[src/rtl/seq_params.svh]
// Constants for the fetch/execute sequencer: addresses, fields, resets, counts
`ifndef SEQ_PARAMS_SVH
`define SEQ_PARAMS_SVH

// Phase count per instruction cycle
`define PHASES_PER_CYCLE 4
// Widths
`define PC_WIDTH         11
`define INSTR_WIDTH      12
`define DATA_WIDTH       8
`define FILE_ADDR_WIDTH  7
// Memory geometry
`define PAGE_WORDS       512
`define PAGE_COUNT       4
`define FILE_REGS        80
`define DIRECT_REGS      32
`define BANK_BYTES       16
`define STACK_DEPTH      2
`define INSTR_COUNT      33
// Reset values
`define PC_RESET         11'h7FF
`define STATUS_RESET     8'h18
`define POINTER_RESET    8'h00
`define W_RESET          8'h00
`define NOP_WORD         12'h000
// File locations held inside the core
`define ADDR_INDIRECT    7'h00
`define ADDR_PC_LOW      7'h02
`define ADDR_STATUS      7'h03
`define ADDR_POINTER     7'h04
// Status field positions
`define ST_CARRY         0
`define ST_DIGIT         1
`define ST_ZERO          2
`define ST_PAGE_LO       5
`define ST_PAGE_HI       6

`endif

[src/rtl/seq_pkg.sv]
// Types shared by the sequencer and its arithmetic unit
package seq_pkg;

    // One-hot phase of the instruction cycle
    typedef enum logic [3:0] {
        PH_ONE   = 4'b0001,
        PH_TWO   = 4'b0010,
        PH_THREE = 4'b0100,
        PH_FOUR  = 4'b1000
    } phase_t;

    // Arithmetic unit operations
    typedef enum logic [3:0] {
        ALU_PASS_A = 4'h0,
        ALU_PASS_W = 4'h1,
        ALU_ZERO   = 4'h2,
        ALU_ADD    = 4'h3,
        ALU_SUB    = 4'h4,
        ALU_AND    = 4'h5,
        ALU_IOR    = 4'h6,
        ALU_XOR    = 4'h7,
        ALU_COM    = 4'h8,
        ALU_INC    = 4'h9,
        ALU_DEC    = 4'hA,
        ALU_RRF    = 4'hB,
        ALU_RLF    = 4'hC,
        ALU_SWAP   = 4'hD,
        ALU_BCLR   = 4'hE,
        ALU_BSET   = 4'hF
    } alu_op_t;

endpackage

[src/rtl/risc_core_sequencer.sv]
// Fetch/execute sequencer of the 8-bit core: phases, counter, stack, decode, writeback
`timescale 1ns/1ps
`include "seq_params.svh"
module risc_core_sequencer #(
    parameter int PC_W = `PC_WIDTH
) (
    input  wire logic                          mclk,
    input  wire logic                          resetn,
    input  wire logic [`INSTR_WIDTH-1:0]       prog_data,
    output logic      [PC_W-1:0]               prog_addr,
    input  wire logic [`DATA_WIDTH-1:0]        file_rdata,
    output logic      [`FILE_ADDR_WIDTH-1:0]   file_addr,
    output logic      [`DATA_WIDTH-1:0]        file_wdata,
    output logic                               file_we,
    output logic                               phase_one,
    output logic                               phase_two,
    output logic                               phase_three,
    output logic                               phase_four,
    output logic      [`DATA_WIDTH-1:0]        w_out,
    output logic      [`DATA_WIDTH-1:0]        status_out
);
    import seq_pkg::*;

    // Bank mapping: upper half of the 32-byte window is banked by pointer bits 6:5
    function automatic logic [6:0] bank_map(input logic [4:0] low5, input logic [7:0] ptr);
        bank_map = low5[4] ? {ptr[6:5], low5} : {2'b00, low5};
    endfunction

    // Byte-group opcode to arithmetic operation
    function automatic alu_op_t byte_op(input logic [3:0] op4);
        unique case (op4)
            4'h0: byte_op = ALU_PASS_W;
            4'h1: byte_op = ALU_ZERO;
            4'h2: byte_op = ALU_SUB;
            4'h3: byte_op = ALU_DEC;
            4'h4: byte_op = ALU_IOR;
            4'h5: byte_op = ALU_AND;
            4'h6: byte_op = ALU_XOR;
            4'h7: byte_op = ALU_ADD;
            4'h8: byte_op = ALU_PASS_A;
            4'h9: byte_op = ALU_COM;
            4'hA: byte_op = ALU_INC;
            4'hB: byte_op = ALU_DEC;
            4'hC: byte_op = ALU_RRF;
            4'hD: byte_op = ALU_RLF;
            4'hE: byte_op = ALU_SWAP;
            4'hF: byte_op = ALU_INC;
        endcase
    endfunction

    logic                        rst_meta_ff;
    logic                        rst_sync_ff;
    phase_t                      phase_ff;
    logic [PC_W-1:0]             pc_ff;
    logic [PC_W-1:0]             prog_addr_ff;
    logic [PC_W-1:0]             stack_top_ff;
    logic [PC_W-1:0]             stack_low_ff;
    logic [`INSTR_WIDTH-1:0]     ir_ff;
    logic [7:0]                  w_ff;
    logic [7:0]                  status_ff;
    logic [7:0]                  pointer_ff;
    logic [7:0]                  operand_ff;
    logic [6:0]                  file_addr_ff;
    logic [7:0]                  file_wdata_ff;
    logic                        file_we_ff;

    logic [4:0]                  fsel;
    logic [6:0]                  nxt_file_addr;
    logic                        self_indirect;
    logic [7:0]                  nxt_operand;
    alu_op_t                     alu_op;
    logic [7:0]                  alu_a;
    logic [7:0]                  alu_result;
    logic                        alu_carry;
    logic                        alu_digit;
    logic                        w_wr;
    logic                        f_wr;
    logic                        upd_z;
    logic                        upd_c;
    logic                        upd_dc;
    logic                        skip;
    logic                        do_goto;
    logic                        do_call;
    logic                        do_ret;
    logic                        pc_wr;
    logic                        flow_change;
    logic [10:0]                 page_base;
    logic [7:0]                  nxt_status;

    // Reset release through two stages; asynchronous assert only
    always_ff @(posedge mclk or negedge resetn) begin
        if (!resetn) begin
            rst_meta_ff <= 1'b0;
            rst_sync_ff <= 1'b0;
        end else begin
            rst_meta_ff <= 1'b1;
            rst_sync_ff <= rst_meta_ff;
        end
    end

    // Four-phase ring; each phase lasts one input clock
    always_ff @(posedge mclk or negedge rst_sync_ff) begin
        if (!rst_sync_ff) begin
            phase_ff <= PH_ONE;
        end else begin
            unique case (phase_ff)
                PH_ONE:   phase_ff <= PH_TWO;
                PH_TWO:   phase_ff <= PH_THREE;
                PH_THREE: phase_ff <= PH_FOUR;
                PH_FOUR:  phase_ff <= PH_ONE;
            endcase
        end
    end

    assign phase_one   = (phase_ff == PH_ONE);
    assign phase_two   = (phase_ff == PH_TWO);
    assign phase_three = (phase_ff == PH_THREE);
    assign phase_four  = (phase_ff == PH_FOUR);

    // Operand addressing: file 0 means use the pointer register
    always_comb begin
        fsel          = (ir_ff[4:0] == 5'h00) ? pointer_ff[4:0] : ir_ff[4:0];
        nxt_file_addr = bank_map(fsel, pointer_ff);
        self_indirect = (nxt_file_addr == `ADDR_INDIRECT);
    end

    // Core-held locations are answered locally, the rest by the file
    always_comb begin
        unique case (file_addr_ff)
            `ADDR_INDIRECT: nxt_operand = 8'h00;
            `ADDR_PC_LOW:   nxt_operand = pc_ff[7:0];
            `ADDR_STATUS:   nxt_operand = status_ff;
            `ADDR_POINTER:  nxt_operand = pointer_ff;
            default:        nxt_operand = file_rdata;
        endcase
    end

    // Decode of the 33-word set; every word is one program location
    always_comb begin
        alu_op  = ALU_PASS_A;
        alu_a   = operand_ff;
        w_wr    = 1'b0;
        f_wr    = 1'b0;
        upd_z   = 1'b0;
        upd_c   = 1'b0;
        upd_dc  = 1'b0;
        skip    = 1'b0;
        do_goto = 1'b0;
        do_call = 1'b0;
        do_ret  = 1'b0;
        unique case (ir_ff[11:10])
            2'b00: begin
                alu_op = byte_op(ir_ff[9:6]);
                // Misc word with d clear: no-op and unmodelled control words
                if (ir_ff[9:6] != 4'h0 || ir_ff[5]) begin
                    w_wr = ~ir_ff[5] & (ir_ff[9:6] != 4'h0);
                    f_wr = ir_ff[5];
                end
                upd_z  = !(ir_ff[9:6] inside {4'h0, 4'hB, 4'hC, 4'hD, 4'hE, 4'hF});
                upd_c  = ir_ff[9:6] inside {4'h2, 4'h7, 4'hC, 4'hD};
                upd_dc = ir_ff[9:6] inside {4'h2, 4'h7};
                skip   = (ir_ff[9:6] inside {4'hB, 4'hF}) && (alu_result == 8'h00);
            end
            2'b01: begin
                alu_op = ir_ff[8] ? ALU_BSET : ALU_BCLR;
                f_wr   = ~ir_ff[9];
                skip   = ir_ff[9] && (operand_ff[ir_ff[7:5]] == ir_ff[8]);
            end
            2'b10: begin
                alu_a   = ir_ff[7:0];
                w_wr    = (ir_ff[9:8] == 2'b00);
                do_ret  = (ir_ff[9:8] == 2'b00);
                do_call = (ir_ff[9:8] == 2'b01);
                do_goto = ir_ff[9];
            end
            2'b11: begin
                alu_a  = ir_ff[7:0];
                w_wr   = 1'b1;
                upd_z  = (ir_ff[9:8] != 2'b00);
                unique case (ir_ff[9:8])
                    2'b00: alu_op = ALU_PASS_A;
                    2'b01: alu_op = ALU_IOR;
                    2'b10: alu_op = ALU_AND;
                    2'b11: alu_op = ALU_XOR;
                endcase
            end
        endcase
    end

    accumulator_alu u_alu (
        .op        (alu_op),
        .a         (alu_a),
        .w         (w_ff),
        .bit_sel   (ir_ff[7:5]),
        .carry_in  (status_ff[`ST_CARRY]),
        .result    (alu_result),
        .carry_out (alu_carry),
        .digit_out (alu_digit)
    );

    // Flow control: page bits select among four 512-word pages
    always_comb begin
        page_base   = {status_ff[`ST_PAGE_HI:`ST_PAGE_LO], 9'h000};
        pc_wr       = f_wr && (file_addr_ff == `ADDR_PC_LOW);
        flow_change = skip | do_goto | do_call | do_ret | pc_wr;
    end

    // Counter: step in phase one, redirect at end of execute
    always_ff @(posedge mclk or negedge rst_sync_ff) begin
        if (!rst_sync_ff) begin
            pc_ff        <= PC_W'(`PC_RESET);
            prog_addr_ff <= PC_W'(`PC_RESET);
        end else if (phase_one) begin
            prog_addr_ff <= pc_ff;
            pc_ff        <= pc_ff + PC_W'(1);
        end else if (phase_four) begin
            if (do_goto)
                pc_ff <= PC_W'(page_base | {2'b00, ir_ff[8:0]});
            else if (do_call || pc_wr)
                pc_ff <= PC_W'(page_base | {3'b000, (do_call ? ir_ff[7:0] : alu_result)});
            else if (do_ret)
                pc_ff <= stack_top_ff;
        end
    end

    // Two-entry stack; a third call silently drops the oldest
    always_ff @(posedge mclk or negedge rst_sync_ff) begin
        if (!rst_sync_ff) begin
            stack_top_ff <= '0;
            stack_low_ff <= '0;
        end else if (phase_four && do_call) begin
            stack_low_ff <= stack_top_ff;
            // Counter is already two ahead; the discarded prefetch is the return point
            stack_top_ff <= prog_addr_ff;
        end else if (phase_four && do_ret) begin
            stack_top_ff <= stack_low_ff;
        end
    end

    // Capture next word in phase four while current finishes
    always_ff @(posedge mclk or negedge rst_sync_ff) begin
        if (!rst_sync_ff)
            ir_ff <= `NOP_WORD;
        else if (phase_four)
            ir_ff <= flow_change ? `NOP_WORD : prog_data;
    end

    // Operand address in phase one, operand sampled in phase two
    always_ff @(posedge mclk or negedge rst_sync_ff) begin
        if (!rst_sync_ff) begin
            file_addr_ff <= '0;
            operand_ff   <= 8'h00;
        end else if (phase_one) begin
            file_addr_ff <= nxt_file_addr;
        end else if (phase_two) begin
            operand_ff   <= nxt_operand;
        end
    end

    // External write strobe held through phase four only
    always_ff @(posedge mclk or negedge rst_sync_ff) begin
        if (!rst_sync_ff) begin
            file_we_ff    <= 1'b0;
            file_wdata_ff <= 8'h00;
        end else if (phase_three) begin
            file_wdata_ff <= alu_result;
            // Indirect self-access and core-held locations never reach the file
            file_we_ff    <= f_wr && !self_indirect && file_addr_ff > `ADDR_POINTER;
        end else begin
            file_we_ff    <= 1'b0;
        end
    end

    // Accumulator writeback
    always_ff @(posedge mclk or negedge rst_sync_ff) begin
        if (!rst_sync_ff)
            w_ff <= `W_RESET;
        else if (phase_four && w_wr)
            w_ff <= alu_result;
    end

    // Pointer register writeback
    always_ff @(posedge mclk or negedge rst_sync_ff) begin
        if (!rst_sync_ff)
            pointer_ff <= `POINTER_RESET;
        else if (phase_four && f_wr && file_addr_ff == `ADDR_POINTER)
            pointer_ff <= alu_result;
    end

    // Status: direct write first, flag updates from the same operation win
    always_comb begin
        nxt_status = (f_wr && file_addr_ff == `ADDR_STATUS) ? alu_result : status_ff;
        if (upd_z)
            nxt_status[`ST_ZERO] = (alu_result == 8'h00);
        if (upd_c)
            nxt_status[`ST_CARRY] = alu_carry;
        if (upd_dc)
            nxt_status[`ST_DIGIT] = alu_digit;
    end

    always_ff @(posedge mclk or negedge rst_sync_ff) begin
        if (!rst_sync_ff)
            status_ff <= `STATUS_RESET;
        else if (phase_four)
            status_ff <= nxt_status;
    end

    assign prog_addr  = prog_addr_ff;
    assign file_addr  = file_addr_ff;
    assign file_wdata = file_wdata_ff;
    assign file_we    = file_we_ff;
    assign w_out      = w_ff;
    assign status_out = status_ff;

endmodule // risc_core_sequencer

[src/rtl/accumulator_alu.sv]
// Eight-bit arithmetic unit between the accumulator and a file operand
`timescale 1ns/1ps
module accumulator_alu (
    input  seq_pkg::alu_op_t op,
    input  wire logic [7:0]  a,
    input  wire logic [7:0]  w,
    input  wire logic [2:0]  bit_sel,
    input  wire logic        carry_in,
    output logic      [7:0]  result,
    output logic             carry_out,
    output logic             digit_out
);
    import seq_pkg::*;

    logic [8:0] sum9;
    logic [4:0] nib5;
    logic [7:0] mask;

    // Shared adder; subtract is a plus two's complement of w, carry = no borrow
    always_comb begin
        mask = 8'h01 << bit_sel;
        if (op == ALU_SUB) begin
            sum9 = {1'b0, a} + {1'b0, ~w} + 9'h001;
            nib5 = {1'b0, a[3:0]} + {1'b0, ~w[3:0]} + 5'h01;
        end else begin
            sum9 = {1'b0, a} + {1'b0, w};
            nib5 = {1'b0, a[3:0]} + {1'b0, w[3:0]};
        end
    end

    // Operation select
    always_comb begin
        carry_out = carry_in;
        digit_out = nib5[4];
        unique case (op)
            ALU_PASS_A: result = a;
            ALU_PASS_W: result = w;
            ALU_ZERO:   result = 8'h00;
            ALU_ADD, ALU_SUB: begin
                result    = sum9[7:0];
                carry_out = sum9[8];
            end
            ALU_AND:    result = a & w;
            ALU_IOR:    result = a | w;
            ALU_XOR:    result = a ^ w;
            ALU_COM:    result = ~a;
            ALU_INC:    result = a + 8'h01;
            ALU_DEC:    result = a - 8'h01;
            ALU_RRF: begin
                result    = {carry_in, a[7:1]};
                carry_out = a[0];
            end
            ALU_RLF: begin
                result    = {a[6:0], carry_in};
                carry_out = a[7];
            end
            ALU_SWAP:   result = {a[3:0], a[7:4]};
            ALU_BCLR:   result = a & ~mask;
            ALU_BSET:   result = a | mask;
        endcase
    end

endmodule // accumulator_alu

[config.mk]
export PLATFORM = sky130hd
export DESIGN_NAME = risc_core_sequencer
export DESIGN_NICKNAME = d
export VERILOG_FILES = /design/src/rtl/seq_pkg.sv /design/src/rtl/risc_core_sequencer.sv /design/src/rtl/accumulator_alu.sv
export VERILOG_INCLUDE_DIRS = /design/src /design/src/rtl
export SDC_FILE = /design/constraint.sdc
export NUM_CORES = 1
export LEC_CHECK = 0
export ABC_AREA = 1
export BUFFER_PORTS_ARGS = -buffer_cell sky130_fd_sc_hd__buf_2
export CORE_MARGIN = 1.5
export CORE_UTILIZATION = 61
export DETAILED_ROUTE_END_ITERATION = 12
export HOLD_SLACK_MARGIN = 0.02
export PLACE_DENSITY = 0.91
export SLEW_MARGIN = 20
export SYNTH_ARGS = -nofsm -noshare
export SYNTH_HDL_FRONTEND = slang
export SYNTH_SLANG_ARGS = --single-unit
[constraint.sdc]
create_clock -name mclk -period 4.65 [get_ports mclk]
set_clock_uncertainty 0.2 [all_clocks]
set_input_delay 0.6975 -clock mclk [delete_from_list [all_inputs] [get_ports mclk]]
set_output_delay 0.6975 -clock mclk [all_outputs]
set_load 0.1 [all_outputs]
==> impl_metrics.tcl, run 1 <==
set metrics [dict create \
    status "finished, final reports clean" \
    critPathLaunchType "flop" \
    endpoint_kind "flop" \
    die_w_um 117 \
    dp_slack_ns 0.151 \
    post-route-period-util_pct 93.3 \
    hp-class "flop to flop" \
    async_flop_share_pct 100 \
    clockRootBuffer "clkbuf_16" \
    grt_max_degree 77 \
    fmax_mhz 231 \
    grt_pass1_vias 7715 \
    h-tree-depth 3 \
    utilization_pct 70.4 \
    synth_xor_area_share_pct 1.32 \
    dieHeight_um 117 \
    nets 1290 \
    layout-drive-gt1-share_pct 16.3 \
    seq_power_share_pct 26.1 \
    clkTransAtPathRegs_ns 0.08 \
    synth-compound-area-share_pct 15.9 \
    pwr-share-comb_pct 61.6 \
    pin_count 69 \
    yosysTopAreaCellShare_pct 26.8 \
    cts_buffer_depth 2 \
    synth-seq-cells 110 \
    num_antenna_cells 0 \
    p_sw_uw 3650 \
    synth_seq_area_share_pct 35.0 \
    critPathArrivalTime_ns 4.39 \
    core_mm2 0.0127 \
    dr.pass1.iters 6 \
    finalSetupViolations 0 \
    fillCellCount 1074 \
    grt_use_total_pct 39.7 \
    grt_setup_unrepaired "false" \
    final-seq-area_mm2 0.00279 \
    avgSynthCellArea_um2 6.89 \
    peakVddDrop_mv 0.691 \
    synth_commonest_cells "nand2_1, inv_1, nor2_1" \
    fin_tns_setup_ns 0 \
    post_drt_wl_per_cell_um 18.9 \
    p_leak_uw 0.00455 \
    yosysUniqueCellTypes 44 \
    fin_ws_ns 0.313 \
    grt_pass1_wl_um 41200 \
    crit_type "flop to flop" \
    dieArea_mm2 0.0137 \
    synth.area.mux_share_pct 0 \
    multi_input_area_mm2 0.00442 \
    p_int_uw 2720 \
    crit_required_ns 4.71 \
    numCtsBuffers 9 \
    synth_top_family_by_area "simple AND/OR/NAND/NOR gates" \
    overflow 0 \
    fin_crit_ns 4.34 \
    yosysMostFrequentCell "nand2_1" \
    worstMarginPinSlew_ns 1.14 \
    finalHoldViolCount 0 \
    ant_nets 0 \
    worstSkewPairLatency_ns 0.36 \
    worst-path-max-fanout 12 \
    drtIter0Drc 1160 \
    initial_core_util_pct 62.7 \
    power.density_mw_per_mm2 715 \
    syn_nets 1213 \
    io_buffer_count 68 \
    yosys.area.top_type "dfrtp_1" \
    max_cap_viol_count 0 \
    clock-sinks 110 \
    maxSlewViolCount 0 \
    gp_congestion 1.00 \
    max_slew_margin_pct 24.0 \
    dpl.hpwl_um 19600 \
    p_clk_share_pct 12.4 \
    antenna_found_initial 0 \
    post_synth_fa_ha_maj_area_fraction_pct 6.11 \
    drt-vias-per-instance 6.02 \
    syn-cell-area_mm2 0.00795 \
    vias 8477 \
    netSwitchingFraction_pct 57.3 \
    synth-edff-count 0 \
    synth_ff_type "dfrtp_1" \
    synth_cells 1154 \
    wl_um 26700 \
    cts_tree "done" \
    area_delta_synth_final_pct 12.2 \
    drc_errors 0 \
    rows 41 \
    yosysWarningCount 0 \
    synth-simple-area-share_pct 31.9 \
    ys_top_cells_by_area "dfrtp_1, nand2_1, dfstp_2" \
]
metrics by stage:
stage               power [µW]  hold WS, ns  cells  area (µm²)
detailed placement        5420        0.141   1384        8530
finish                    6370        0.159   1408        8910
CTS                       6230        0.162   1401        8840
global placement          5360        0.135   1384        8530
floorplan                 4400        0.131   1154        7950
global route              6710        0.184   1408        8910
cell families (layout without fill, tap and decap cells):
logic type | after synthesis | count (layout)
simple gates | 579 | 580
compound gates | 226 | 226
buf+inv | 189 | 270
flops | 110 | 110
fa+ha+maj | 37 | 37
xor+xnor | 12 | 12
other cells | 1 | 1
repair_timing:
action / 4_1_cts / 5_1_grt
buffers inserted: 0 / 6
hold buffers: 1 / 0
endpoints found under the hold margin: 2 / 0
endpoints found under the setup margin: 0 / 17
gates resized for setup: 0 / 9
state kept, by name, summed over array words and instances, names as in the netlist, 11 cells and up:
name / count
stack_low_ff: 11
ir_ff: 12
stack_top_ff: 11
prog_addr: 11
pc_ff: 11
critical path: stages, from the launching register on:
cell     delay (ns)
dfrtp_1        0.45
inv_1          0.13
ha_2           0.32
nor2_4         0.08
o21ai_0        0.34
inv_1          0.27
ha_1           0.43
a21oi_1        0.24
o21ai_0        0.18
nand2_1        0.10
nand2_1        0.05
a21oi_1        0.15
nand2_1        0.09
nand2_1        0.08
nand2_1        0.05
nand3_1        0.09
nand3_1        0.13
nand2_1        0.18
nand2_1        0.09
nor2_2         0.14
nand3_2        0.11
buf_12         0.17
nand3_1        0.08
nand2_1        0.06
final timing paths:
path	cells past startpoint	slack [ns]	end	start
max	23	0.31	ir_ff[1]$_DFFE_PN0P_	ir_ff[10]$_DFFE_PN0P_
min	0	0.16	rst_sync_ff$_DFF_PN0_	rst_meta_ff$_DFF_PN0_
max reg2reg	23	0.31	ir_ff[1]$_DFFE_PN0P_	ir_ff[10]$_DFFE_PN0P_
min reg2reg	0	0.16	rst_sync_ff$_DFF_PN0_	rst_meta_ff$_DFF_PN0_
max in group asynchronous	1	2.91	pc_ff[3]$_DFFE_PN1P_	rst_sync_ff$_DFF_PN0_
min in group asynchronous	0	0.26	w_out[0]$_DFFE_PN0P_	rst_sync_ff$_DFF_PN0_
power by group through the flow:
stage                     Sequential (µW)  Clock, µW  Combinational [µW]
final                                1660        789                3920
after global routing                 1700        824                4190
after CTS                            1650        791                3800
after detailed placement             1650          0                3770
after global placement               1640          0                3720
after floorplan                      2570          0                1830
placed cells by master (no fill, tap or decap), drive strengths merged, types with 6 or more instances in the layout:
cell type	instances
a21oi	59
a22oi	12
a31oi	6
buf	100
clkbuf	9
dfrtp	85
dfstp	25
ha	34
inv	155
nand2	325
nand3	88
nand4	16
nor2	132
nor3	13
o21ai	112
o221ai	7
o22ai	17
xnor2	7
cell type report:
type / count / area share, %
Clock buffer: 9 / 2.53
Clock inverter: 7 / 0.856
Inverter: 153 / 6.55
Multi-Input combinational cell: 856 / 49.6
Sequential cell: 110 / 31.3
Tap cell: 172 / 2.41
Timing Repair Buffer: 101 / 6.76
metal layers:
layer	global-route usage [%]	wire, µm	part of all wire, %
met1	56.0	11000	41
met2	60.0	11600	44
met3	8.70	3110	12
met4	14.9	952	3.6
met5	0	0	0
Power figures use the tool's default switching activity.
==> run 2, diff against run 1 <==
- CORE_MARGIN: 1.5 -> 2
==> run 2 against run 1 <==
Against the previous run: clock power shrank 2%; cell count shrank 0.21%; global-route usage grew 0.29 points; count of clock-buffer cells in the layout is the same; setup slack lost 0.054 ns; total power grew 1.1%; maximum frequency shrank 1.2%; sequential share of layout area grew 0.097 points; register-to-register slack lost 0.05 ns; non-clock buffer count shrank 4; critical path type unchanged; largest power group unchanged.
==> impl_metrics.tcl, run 2 (synthesis results as in run 1) <==
set metrics [dict create \
    status "finished, final reports clean" \
    wl_um 27800 \
    p_leak_uw 0.00453 \
    dpl.hpwl_um 20900 \
    gr-max-usage-layer "met1" \
    overflow 0 \
    clockRootBuffer "clkbuf_16" \
    endpoint_kind "flop" \
    grt_use_total_pct 40.0 \
    post_drt_wl_per_cell_um 19.8 \
    use_met2_pct 57.3 \
    met3_usage_pct 9.80 \
    dieArea_mm2 0.0140 \
    grt_max_degree 62 \
    ant_nets 0 \
    finalSetupViolations 0 \
    layout_common_cells "nand2_1, inv_1, nor2_1" \
    layout-drive-gt1-share_pct 16.1 \
    critPathArrivalTime_ns 4.44 \
    vias 8502 \
    drt-vias-per-instance 6.05 \
    maxSlewViolCount 0 \
    antenna_found_initial 0 \
    fin_ws_ns 0.259 \
    cts_buffer_depth 2 \
    io_buffer_count 68 \
    largest_register_ffs 12 \
    slowest_delay_ns 0.43 \
    h-tree-depth 3 \
    peakVddDrop_mv 0.705 \
    fin_crit_ns 4.39 \
    grt_use_met1_pct 59.1 \
    cts_tree "done" \
    top_register "ir_ff" \
    drc_errors 0 \
    clock-sinks 110 \
    max_cap_viol_count 0 \
    postCtsSetupBuffers 0 \
    clkTransAtPathRegs_ns 0.08 \
    pin_count 69 \
    critical_path.slowest_cell "dfrtp_1" \
    dp_slack_ns 0.183 \
    grt_pass1_vias 7820 \
    max_slew_margin_pct 32.0 \
    die_w_um 118 \
    numCtsBuffers 9 \
    hp-class "flop to flop" \
    grt_pass1_wl_um 43600 \
    cp_common_cell "nand2_1" \
    dieHeight_um 118 \
    crit_required_ns 4.70 \
    fmax_mhz 228 \
    core_mm2 0.0127 \
    utilization_pct 70.1 \
    rows 41 \
    drtIter0Drc 1300 \
    fin_cells 1405 \
    gp_congestion 1.05 \
    area_delta_synth_final_pct 11.8 \
    worstSkewPairLatency_ns 0.36 \
    final_common_cell "nand2_1" \
    fillCellCount 1057 \
    worst-path-max-fanout 12 \
    critPathLaunchType "flop" \
    power.density_mw_per_mm2 725 \
    crit_type "flop to flop" \
    dr.pass1.iters 6 \
    post-route-period-util_pct 94.4 \
    nets 1286 \
    place_inst 1386 \
    grt_setup_unrepaired "false" \
    worstMarginPinSlew_ns 1.01 \
    fin_tns_setup_ns 0 \
    finalHoldViolCount 0 \
    initial_core_util_pct 62.7 \
]
==> run 2: cell types whose count changed in the layout (fill, tap and decap cells not counted), sizes merged <==
cell	change
inv	-1
buf	-4
diode	+1
clkinv	+1
==> run 2: what timing repair did <==
| item | CTS | global route |
|---|---|---|
| resized for setup | 0 | 8 |
| setup endpoints to repair | 0 | 18 |
| hold buffers | 1 | 0 |
| endpoints found under the hold margin | 2 | 0 |
==> run 2: where the power goes <==
group / internal [µW] / switching [µW] / total, µW
clock: 382 / 391 / 773
combinational: 987 / 3030 / 4020
sequential: 1360 / 297 / 1650
total: 2730 / 3720 / 6450
==> run 2: per-layer routing <==
layer | share of wire, % | wire, µm
met2 | 42 | 11700
met1 | 43 | 11900
met3 | 12 | 3320
met5 | 0 | 0
met4 | 3.0 | 828
==> run 2: final timing paths <==
path	slack [ns]	depth (start not counted)	startpoint	to
worst max-delay path	0.26	25	ir_ff[10]$_DFFE_PN0P_	ir_ff[1]$_DFFE_PN0P_
worst min-delay path	0.17	0	rst_meta_ff$_DFF_PN0_	rst_sync_ff$_DFF_PN0_
worst max register to register	0.26	25	ir_ff[10]$_DFFE_PN0P_	ir_ff[1]$_DFFE_PN0P_
worst min register to register	0.17	0	rst_meta_ff$_DFF_PN0_	rst_sync_ff$_DFF_PN0_
max in group asynchronous	2.92	1	rst_sync_ff$_DFF_PN0_	status_out[6]$_DFFE_PN0P_
min in group asynchronous	0.20	0	rst_sync_ff$_DFF_PN0_	ir_ff[9]$_DFFE_PN0P_
==> run 2: layout make-up <==
type / count / area, µm² / area share, %
tap: 172 / 215 / 2.42
inverter: 153 / 581 / 6.53
clock inverter: 7 / 77.6 / 0.873
multi-input combinational: 856 / 4420 / 49.8
timing repair buffer: 97 / 573 / 6.45
clock buffer: 9 / 225 / 2.53
antenna: 1 / 2.50 / 0.0282
sequential: 110 / 2790 / 31.4
==> run 2: through the flow <==
step                      hold slack, ns  total power (µW)  area [µm²]
after floorplan                    0.131              4400        7950
after global placement             0.144              5480        8540
after detailed placement           0.143              5490        8540
after CTS                          0.171              6290        8850
after global routing               0.181              6770        8880
final                              0.173              6450        8890
==> run 2: worst max-delay path, delay by kind of cell, from the launching register on <==
kind,cells,cell delay (ns)
DFF,1,0.43
xor gates and xnor gates,1,0.08
adders and majority gates,2,0.61
buffers and inverters,4,0.87
and+or+nand+nor,16,1.72
AOI/OAI and AO/OA,2,0.36
